===== src/omc_cfg.svh =====
`ifndef OMC_CFG_SVH
`define OMC_CFG_SVH
`define OMC_ADDR_W 7
`define OMC_ADDR_OPCFG 7'h13
`define OMC_BIT_HPF 0
`define OMC_BIT_LPF 1
`define OMC_BIT_CFGATE 2
`define OMC_MODE_LO 3
`define OMC_MODE_HI 5
`define OMC_BIT_SOFT_CHIP_RESET 6
`define OMC_BIT_RSVD 7
`define OMC_RESET_VAL 8'h04
`define OMC_CLK_MHZ 250
`define OMC_SOFT_CHIP_RESET_US 166
`define OMC_SOFT_CHIP_RESET_CYC (`OMC_SOFT_CHIP_RESET_US * `OMC_CLK_MHZ)
`define OMC_RST_PULSE 4
`endif


===== src/omc_pkg.sv =====
package omc_pkg;
  typedef enum logic [2:0] {
    OMC_NORMAL = 3'b000,
    OMC_CUR_OFF = 3'b001,
    OMC_VOLT_OFF = 3'b010,
    OMC_SLEEP = 3'b011,
    OMC_SWAP = 3'b100,
    OMC_CUR_OFF_REDIR = 3'b101,
    OMC_VOLT_OFF_REDIR = 3'b110,
    OMC_POWER_DOWN = 3'b111
  } omc_conv_mode_t;
  typedef enum logic [1:0] {
    OMC_RUN = 2'b00,
    OMC_RESETTING = 2'b01,
    OMC_HOLDOFF = 2'b10
  } omc_rst_state_t;
endpackage : omc_pkg


===== src/omc_operating_config.sv =====
// Behaviour
// - bit 0 set bypasses the high-pass filters of all current inputs.
// - bit 1 set bypasses the low-pass filters after the power multipliers.
// - bit 2 set holds both pulse outputs still; it resets to one.
// - bits 3 to 5 are the converter mode, reset zero, zero is normal.
// - mode 100 swaps voltage and current input routing.
// - mode 001 powers off the current converters only.
// - mode 101 powers off current converters, current into voltage path.
// - mode 010 powers off the voltage converters only.
// - mode 110 powers off voltage converters, voltage into current path.
// - mode 011 enters sleep.
// - mode 111 enters power-down.
// - writing one to bit 6 triggers a whole-chip software reset.
// - registers sit at seven-bit addresses reached via the serial port.
`include "omc_cfg.svh"
module omc_operating_config #(
  parameter int HOLDOFF_CYC = `OMC_SOFT_CHIP_RESET_CYC
) (
  input wire logic i_clk,
  input wire logic i_reset,
  input wire logic [`OMC_ADDR_W-1:0] i_addr,
  input wire logic i_wr_en,
  input wire logic [7:0] i_wr_data,
  input wire logic i_rd_en,
  output logic [7:0] o_rd_data,
  output logic o_rd_hit,
  input wire logic i_active_pulse,
  input wire logic i_reactive_pulse,
  output logic o_active_pulse_out,
  output logic o_reactive_pulse_out,
  output logic o_hipass_bypass,
  output logic o_lowpass_bypass,
  output logic o_cur_adc_off,
  output logic o_volt_adc_off,
  output logic o_route_volt_to_cur,
  output logic o_route_cur_to_volt,
  output logic o_sleep,
  output logic o_power_down,
  output logic o_chip_reset,
  output logic o_holdoff
);
  logic [7:0] operating_config_reg;
  logic sel;
  logic trig_reg;
  logic chip_reset;
  logic [7:0] rd_data_reg;
  logic rd_hit_reg;
  logic act_reg;
  logic react_reg;

  assign sel = (i_addr == `OMC_ADDR_OPCFG);

  always_ff @(posedge i_clk) begin
    if (i_reset || chip_reset) begin
      operating_config_reg <= `OMC_RESET_VAL;
    end else if (i_wr_en && sel) begin
      operating_config_reg <= i_wr_data;
    end else if (operating_config_reg[`OMC_BIT_SOFT_CHIP_RESET]) begin
      operating_config_reg[`OMC_BIT_SOFT_CHIP_RESET] <= 1'b0;
    end
  end

  always_ff @(posedge i_clk) begin
    if (i_reset) begin
      trig_reg <= 1'b0;
    end else begin
      trig_reg <= i_wr_en && sel && i_wr_data[`OMC_BIT_SOFT_CHIP_RESET];
    end
  end

  always_ff @(posedge i_clk) begin
    if (i_reset) begin
      rd_data_reg <= 8'h00;
      rd_hit_reg <= 1'b0;
    end else begin
      rd_hit_reg <= i_rd_en && sel;
      rd_data_reg <= (i_rd_en && sel) ? operating_config_reg : 8'h00;
    end
  end
  assign o_rd_data = rd_data_reg;
  assign o_rd_hit = rd_hit_reg;

  always_ff @(posedge i_clk) begin
    if (i_reset || chip_reset) begin
      act_reg <= 1'b0;
      react_reg <= 1'b0;
    end else if (operating_config_reg[`OMC_BIT_CFGATE]) begin
      act_reg <= act_reg;
      react_reg <= react_reg;
    end else begin
      act_reg <= i_active_pulse;
      react_reg <= i_reactive_pulse;
    end
  end
  assign o_active_pulse_out = act_reg;
  assign o_reactive_pulse_out = react_reg;

  assign o_hipass_bypass = operating_config_reg[`OMC_BIT_HPF];
  assign o_lowpass_bypass = operating_config_reg[`OMC_BIT_LPF];

  omc_mode_decode u_decode (
    .i_mode(operating_config_reg[`OMC_MODE_HI:`OMC_MODE_LO]),
    .o_cur_adc_off(o_cur_adc_off),
    .o_volt_adc_off(o_volt_adc_off),
    .o_route_volt_to_cur(o_route_volt_to_cur),
    .o_route_cur_to_volt(o_route_cur_to_volt),
    .o_sleep(o_sleep),
    .o_power_down(o_power_down)
  );

  omc_reset_seq #(
    .HOLDOFF_CYC(HOLDOFF_CYC)
  ) u_reset (
    .i_clk(i_clk),
    .i_reset(i_reset),
    .i_trigger(trig_reg),
    .o_chip_reset(chip_reset),
    .o_holdoff(o_holdoff)
  );
  assign o_chip_reset = chip_reset;
endmodule : omc_operating_config


===== src/omc_mode_decode.sv =====
`include "omc_cfg.svh"
module omc_mode_decode (
  input wire logic [2:0] i_mode,
  output logic o_cur_adc_off,
  output logic o_volt_adc_off,
  output logic o_route_volt_to_cur,
  output logic o_route_cur_to_volt,
  output logic o_sleep,
  output logic o_power_down
);
  always_comb begin
    o_cur_adc_off = 1'b0;
    o_volt_adc_off = 1'b0;
    o_route_volt_to_cur = 1'b0;
    o_route_cur_to_volt = 1'b0;
    o_sleep = 1'b0;
    o_power_down = 1'b0;
    case (omc_pkg::omc_conv_mode_t'(i_mode))
      omc_pkg::OMC_NORMAL: begin
      end
      omc_pkg::OMC_SWAP: begin
        o_route_volt_to_cur = 1'b1;
        o_route_cur_to_volt = 1'b1;
      end
      omc_pkg::OMC_CUR_OFF: begin
        o_cur_adc_off = 1'b1;
      end
      omc_pkg::OMC_CUR_OFF_REDIR: begin
        o_cur_adc_off = 1'b1;
        o_route_cur_to_volt = 1'b1;
      end
      omc_pkg::OMC_VOLT_OFF: begin
        o_volt_adc_off = 1'b1;
      end
      omc_pkg::OMC_VOLT_OFF_REDIR: begin
        o_volt_adc_off = 1'b1;
        o_route_volt_to_cur = 1'b1;
      end
      omc_pkg::OMC_SLEEP: begin
        o_sleep = 1'b1;
      end
      omc_pkg::OMC_POWER_DOWN: begin
        o_power_down = 1'b1;
        o_cur_adc_off = 1'b1;
        o_volt_adc_off = 1'b1;
      end
      default: begin
      end
    endcase
  end
endmodule : omc_mode_decode


===== src/omc_reset_seq.sv =====
`include "omc_cfg.svh"
module omc_reset_seq #(
  parameter int HOLDOFF_CYC = `OMC_SOFT_CHIP_RESET_CYC
) (
  input wire logic i_clk,
  input wire logic i_reset,
  input wire logic i_trigger,
  output logic o_chip_reset,
  output logic o_holdoff
);
  omc_pkg::omc_rst_state_t state_reg;
  logic [31:0] count_reg;
  always_ff @(posedge i_clk) begin
    if (i_reset) begin
      state_reg <= omc_pkg::OMC_RUN;
      count_reg <= 32'h0;
    end else begin
      case (state_reg)
        omc_pkg::OMC_RUN: begin
          if (i_trigger) begin
            state_reg <= omc_pkg::OMC_RESETTING;
            count_reg <= 32'h0;
          end
        end
        omc_pkg::OMC_RESETTING: begin
          if (count_reg == 32'(`OMC_RST_PULSE - 1)) begin
            state_reg <= omc_pkg::OMC_HOLDOFF;
            count_reg <= 32'h0;
          end else begin
            count_reg <= count_reg + 32'h1;
          end
        end
        omc_pkg::OMC_HOLDOFF: begin
          if (count_reg >= 32'(HOLDOFF_CYC - 1)) begin
            state_reg <= omc_pkg::OMC_RUN;
          end else begin
            count_reg <= count_reg + 32'h1;
          end
        end
        default: state_reg <= omc_pkg::OMC_RUN;
      endcase
    end
  end
  assign o_chip_reset = (state_reg == omc_pkg::OMC_RESETTING);
  assign o_holdoff = (state_reg != omc_pkg::OMC_RUN);
endmodule : omc_reset_seq


===== config.mk =====
export PLATFORM = sky130hd
export DESIGN_NAME = omc_operating_config
export DESIGN_NICKNAME = d
export VERILOG_FILES = /design/src/omc_pkg.sv /design/src/omc_operating_config.sv /design/src/omc_mode_decode.sv /design/src/omc_reset_seq.sv
export VERILOG_INCLUDE_DIRS = /design/src
export SDC_FILE = /design/constraint.sdc
export NUM_CORES = 1
export LEC_CHECK = 0
export ABC_AREA = 1
export BUFFER_PORTS_ARGS = -buffer_cell sky130_fd_sc_hd__buf_2
export CAP_MARGIN = 30
export CORE_MARGIN = 2
export CORE_UTILIZATION = 53
export CTS_CLUSTER_DIAMETER = 200
export DETAILED_ROUTE_END_ITERATION = 10
export GPL_ROUTABILITY_DRIVEN = 0
export PLACE_DENSITY = 0.78
export SYNTH_ARGS = -nofsm -noshare
export SYNTH_HDL_FRONTEND = slang
export SYNTH_SLANG_ARGS = --single-unit
export TNS_END_PERCENT = 30

===== constraint.sdc =====
create_clock -name i_clk -period 1.8 [get_ports i_clk]
set_clock_uncertainty 0.15 [all_clocks]
set_input_delay 0.09 -clock i_clk [delete_from_list [all_inputs] [get_ports i_clk]]
set_output_delay 0.09 -clock i_clk [all_outputs]
set_load 0.01 [all_outputs]

# After elaboration in Yosys (flattened, before gate mapping)
# Index checks and enable logic that the tools add are counted.
# word_totals
output_inout_bits	21
input_bits	21
reg_bits	54
# op_classes
eq_ne	15
bitwise_logic	2
addsub	1
n_lt_le_gt_ge	1
reduce_logical	15
muxes	14
# op_table
op	n
32-bit two-way mux	3
32-bit one-hot mux with 3 select lines	1
32-bit by 1-bit adder with 32-bit output (second input constant)	1
32-bit by 2-bit equality test with 1-bit output (second input constant)	1
32-bit by 16-bit greater-or-equal comparator with 1-bit output (second input constant)	1
3-bit equality test (second input constant)	4
2-bit OR reduction	4
7-bit by 5-bit equality test with 1-bit output (second input constant)	1
3-bit by 2-bit equality test with 1-bit output (second input constant)	2
1-bit two-way mux	6
2-bit two-way mux	3
2-bit one-hot mux with 3 select lines	1
3-bit AND reduction	2
3-bit OR reduction	2
2-bit by 1-bit != test with 1-bit output (second input constant)	2
2-bit != test (second input constant)	2
3-bit by 1-bit equality test with 1-bit output (second input constant)	1
1-bit logical AND	3
3-bit nonzero test	1
2-bit by 1-bit equality test with 1-bit output (second input constant)	1
2-bit equality test (second input constant)	1
2-bit zero test	1
1-bit inverter	2
2-bit nonzero test	1
1-bit logical OR	1

# Logic depth before layout (Yosys ltp)
# depth
ltp_word	4
ltp_mapped	12
depth_no_buf	12

# Hierarchy
# A second synthesis with hierarchy kept.
# hier_totals
hier_cells	583
hier_area_um2	3545.9
# modules_own_cells
module	n_inst	cells_per_inst	area_each_um2	seq_area_each_um2
omc_reset_seq	1	472	2707.6	680.7
omc_operating_config	1	99	783.3	400.4
omc_mode_decode	1	12	55.1	0.0

# Least setup slack after synthesis
# Ideal clock, no wire load.
# synth_path
path_type	flip-flop to flip-flop
start	register u_reset.state_reg[0]
end	register u_reset.count_reg[0]
synth_period_minus_slack_ns	1.895
slack_ns	-0.095
setup_ns	0.114
path_buffers	1
t_arrival_ns	1.631
required_ns	1.536
path_stages_with_launch	11
path_cell_list	dfxtp_1 inv_1 ha_1 inv_1 nor2_1 nor2_1 a21boi_4 buf_6 nand2_1 nand2_1 nor2_1
# synth_via
elab_chain_len	3
word_cells_on_any_way	8
cone_classes	eq/ne (4); mux (1); reduce/logical (3)
# synth_rtl
element	line_no	text
from (decl)	omc_reset_seq.sv:11	omc_pkg::omc_rst_state_t state_reg;
from (signal assigned)	omc_reset_seq.sv:15	state_reg <= omc_pkg::OMC_RUN;
from (signal assigned)	omc_reset_seq.sv:21	state_reg <= omc_pkg::OMC_RESETTING;
from (signal assigned)	omc_reset_seq.sv:27	state_reg <= omc_pkg::OMC_HOLDOFF;
2-bit equality test, or another cell as far along	omc_reset_seq.sv:18	case (state_reg)
2-bit != test (no line) / 3-bit nonzero test (equally long branches)	--	
3-bit AND reduction (no line)	--	
to (signal assigned)	omc_reset_seq.sv:30	count_reg <= count_reg + 32'h1;
to (signal assigned)	omc_reset_seq.sv:37	count_reg <= count_reg + 32'h1;
to (decl)	omc_reset_seq.sv:12	logic [31:0] count_reg;
# Several ways; a longest one is shown, not always the timed one.
# A chain may end at the register's enable or synchronous reset.

# Worst setup path in the final report
# layout_path
start	register u_reset.count_reg[15]
end	register u_reset.count_reg[12]
# layout_via
elab_chain_len	3
word_cells_on_any_way	6
cone_classes	order compare (1); eq/ne (2); mux (2); reduce/logical (1)
# layout_rtl
element	line_no
32-bit by 16-bit greater-or-equal comparator with 1-bit output / 32-bit by 2-bit equality test with 1-bit output (equally long branches)	omc_reset_seq.sv:34, omc_reset_seq.sv:26
2-bit != test (no line) / 32-bit two-way mux (equally long branches)	--
3-bit AND reduction (no line) / 32-bit one-hot mux with 3 select lines (equally long branches)	--
# Several ways; a longest one is shown, not always the timed one.

==> summary.md <==
| Metric | Value |
|---|---|
| Core footprint | roughly 0.0064 mm² |
| Yosys top cell by area | dfxtp_1 |
| Max_slew headroom | 63.37% |
| Status | complete, but fails checks |
| Reg2reg start | u_reset.count_reg[15]$_SDFFE_PP0P_ |
| Setup violators final | 15 |
| Fin crit period | between 1.5 and 2 ns |
| Std-Cell Rows | 29 |
| Vias in the first global route | approximately 3.9k |
| Vias per cell | 5.784 |
| Worst setup margin | -0.02873 ns |
| Max clock buf depth | 2 |
| Hold slack | 0.03779 ns |
| RSZ-0062 raised after global routing | yes |
| Initial Util | between 50% and 60% |
| FF+latch area | 0.001112 mm² |
| Fin. Hold Viols | 0 |
| Worst-path clk slew | 0.11 ns |
| Synth area leaders | dfxtp_1, nand2_1, nor2_1 |
| Power per standard cell area | 1238 mW/mm² |
| Nets | 714 |
| Antenna diode count | 0 |
| First-pass GRT wire length | 17.43 mm |
| Min-Delay Path Class | in2reg |
| Die width | approximately 85 µm |
| Largest net degree at the start of global routing | 24 |
| Most frequent cell after synthesis | nand2_1 |
| Global Route Usage Sum | 29.17% |
| Register bit total from synthesis | 54 |
| Number of synthesized flops with an enable pin | 0 |
| Port bufs | approximately 40 |
| Critical Path RT | ~1.9 ns |
| DR WL/cell | between 15 and 20 µm |
| Total placed cells including tap cells | 735 |
| Post-synth top flop | dfxtp_1 |
| Setup WS pre-CTS | -0.1732 ns |
| Antenna-violating nets left | 0 |
| IO Pins | 42 |
| Final period util | 101.6% |
| Fin cells | 765 |
| Overall Power | approximately 0.0060 W |
| Clock sinks | between 50 and 60 |
| Synth warn | 0 |
| Total gr overflow | 0 |
| Vert. Die Dim | around 85 µm |
| FF-to-FF path depth | 9 |
| DRC | 0 |
| Cell Area, Synth | approximately 0.0035 mm² |
| Iter 0 DRT Violations | 533 |
| Worst EP arrival | about 1.9 ns |
| Violations in the final reports | setup timing |
| FF-to-FF End | u_reset.count_reg[12]$_SDFFE_PP0P_ |
| Multi-input gate area | about 0.0023 mm² |
| Slew Limit Fails | 0 |
| Static leakage | around 2.1 nW |
| Clock buffer count from CTS | 5 |
| Maximum VDD drop | between 1 and 1.5 mV |
| Worst Path Class, Setup | reg2reg |
| Tightest Pin Transition | 0.5444 ns |
| Share of the synthesized area in the top cell type | ~31% |
| Die ar. | between 0.007 and 0.008 mm² |
| R2r setup slk | -0.03 ns |
| CP startpoint | u_reset.count_reg[15]$_SDFFE_PP0P_ |
| Max reg flops | 32 |
| Antenna violations before repair | 0 |
| Cells after Synth | 583 |
| Mean post-synth cell area | 6.007 µm² |
| CP Capture Type | register |
| First drt pass iteration count | 5 |
| Critical path launch point type | register |
| Layout area overhead | 37.23% |
| Max Freq | between 500 and 600 MHz |
| Register area share after synthesis | a little under a third |
| Commonest cells post-synth | nand2_1, nor2_1, inv_1 |
| Vias | approximately 4.4k |
| Share of layout cells above drive strength 1 | between 30% and 40% |
| CTS tree | done |
| Filler cells | between 400 and 500 |
| Dpl hpwl | ~7.2 mm |
| Critical path peak fanout | 8 |
| Max_cap viols | 0 |
| Clk root buf | clkbuf_8 |
| Ys async rst share | 0% |
| Worst-Skew Late Latency | approximately 0.32 ns |
| Library cells used by synthesis | 34 |
| Htree depth | 2 |
| Syn_nets | 610 |
| Critical path destination | u_reset.count_reg[12]$_SDFFE_PP0P_ |
| Routed WL | approximately 12 mm |
worst max-delay path: stages, from the launching register on:
cell and delay [ns]:
dfxtp_2 0.38, nand2_1 0.13, o21ai_1 0.14, a21oi_4 0.19, nand3_4 0.12, a21boi_4 0.18
buf_12 0.15, buf_8 0.14, nand2_1 0.06, a21oi_1 0.12
report_power, final:
group / leakage (nW) / switching (W) / internal (W)
Combinational: 1.65 / 0.00209 / 0.00158
Clock: 0.0537 / 0.000456 / 0.000329
Sequential: 0.447 / 0.000127 / 0.00137
repair_timing:
item / 4_1_cts / 5_1_grt
setup buffers: 0 / 9
gates cloned: 0 / 3
pin swaps: 0 / 21
hold endpoints to repair: 11 / 0
endpoints found under the setup margin: 34 / 40
hold buffers: 11 / 0
gates resized for setup: 20 / 87
per-layer routing:
metal / vias to the layer above / wire [µm] / GRT usage, %
met5: - / 0 / 0
met4: 0 / 434 / 10.25
met3: 54 / 1231 / 4.961
met2: 307 / 5671 / 48.58
met1: 2019 / 4461 / 38.07
li1: 2045 / - / -
cell type report:
type,instances,share of cell area [%]
clock buffer,6,1.718
clock inverter,2,0.4166
inverter,74,5.780
multi-input combinational,432,47.31
sequential,54,23.15
tap,77,2.005
timing repair buffer,120,19.63
stage by stage:
stage | utilization, % | area (µm²) | setup TNS [ns]
2_1_floorplan | - | 3505 | 0
3_3_place_gp | 64.79 | 4138 | -0.4697
3_5_place_dp | 64.79 | 4138 | -1.060
4_1_cts | 69.08 | 4412 | 0
5_1_grt | 75.25 | 4806 | -4.003
6_report | 75.25 | 4806 | -0.1723
placed cells by master (no fill, tap or decap), types with 11 or more instances in the layout:
cell type	Yosys	layout
nand2_1	176	159
nor2_1	103	75
inv_1	73	68
buf_4	1	58
nand3_1	50	46
buf_2	5	41
dfxtp_1	54	33
nor2_2	2	25
a21oi_1	24	21
dfxtp_2	0	19
nand2_2	3	16
nand4_1	11	11
dlygate4sd3_1	0	11
how the worst min path moves through the flow:
stage               cells after the start              from  slack [ns]                                 end
floorplan                               2    i_active_pulse        0.08     o_active_pulse_out$_SDFFE_PP0N_
global placement                        3  i_reactive_pulse        0.20   o_reactive_pulse_out$_SDFFE_PP0N_
detailed placement                      3    i_active_pulse        0.20     o_active_pulse_out$_SDFFE_PP0N_
CTS                                     2           i_reset        0.01  u_reset.count_reg[13]$_SDFFE_PP0P_
global route                            2           i_reset        0.02   u_reset.count_reg[6]$_SDFFE_PP0P_
finish                                  2           i_reset        0.04   u_reset.count_reg[6]$_SDFFE_PP0P_
logic make-up after synthesis:
group           Yosys count  synth area share [%]
xor+xnor                  1                0.2501
flops                    54                 30.87
compound gates           61                 11.11
fa+ha+maj                 6                 2.144
buf+inv                  97                 11.75
simple gates            364                 43.87
(Power assumes the default switching activity.)
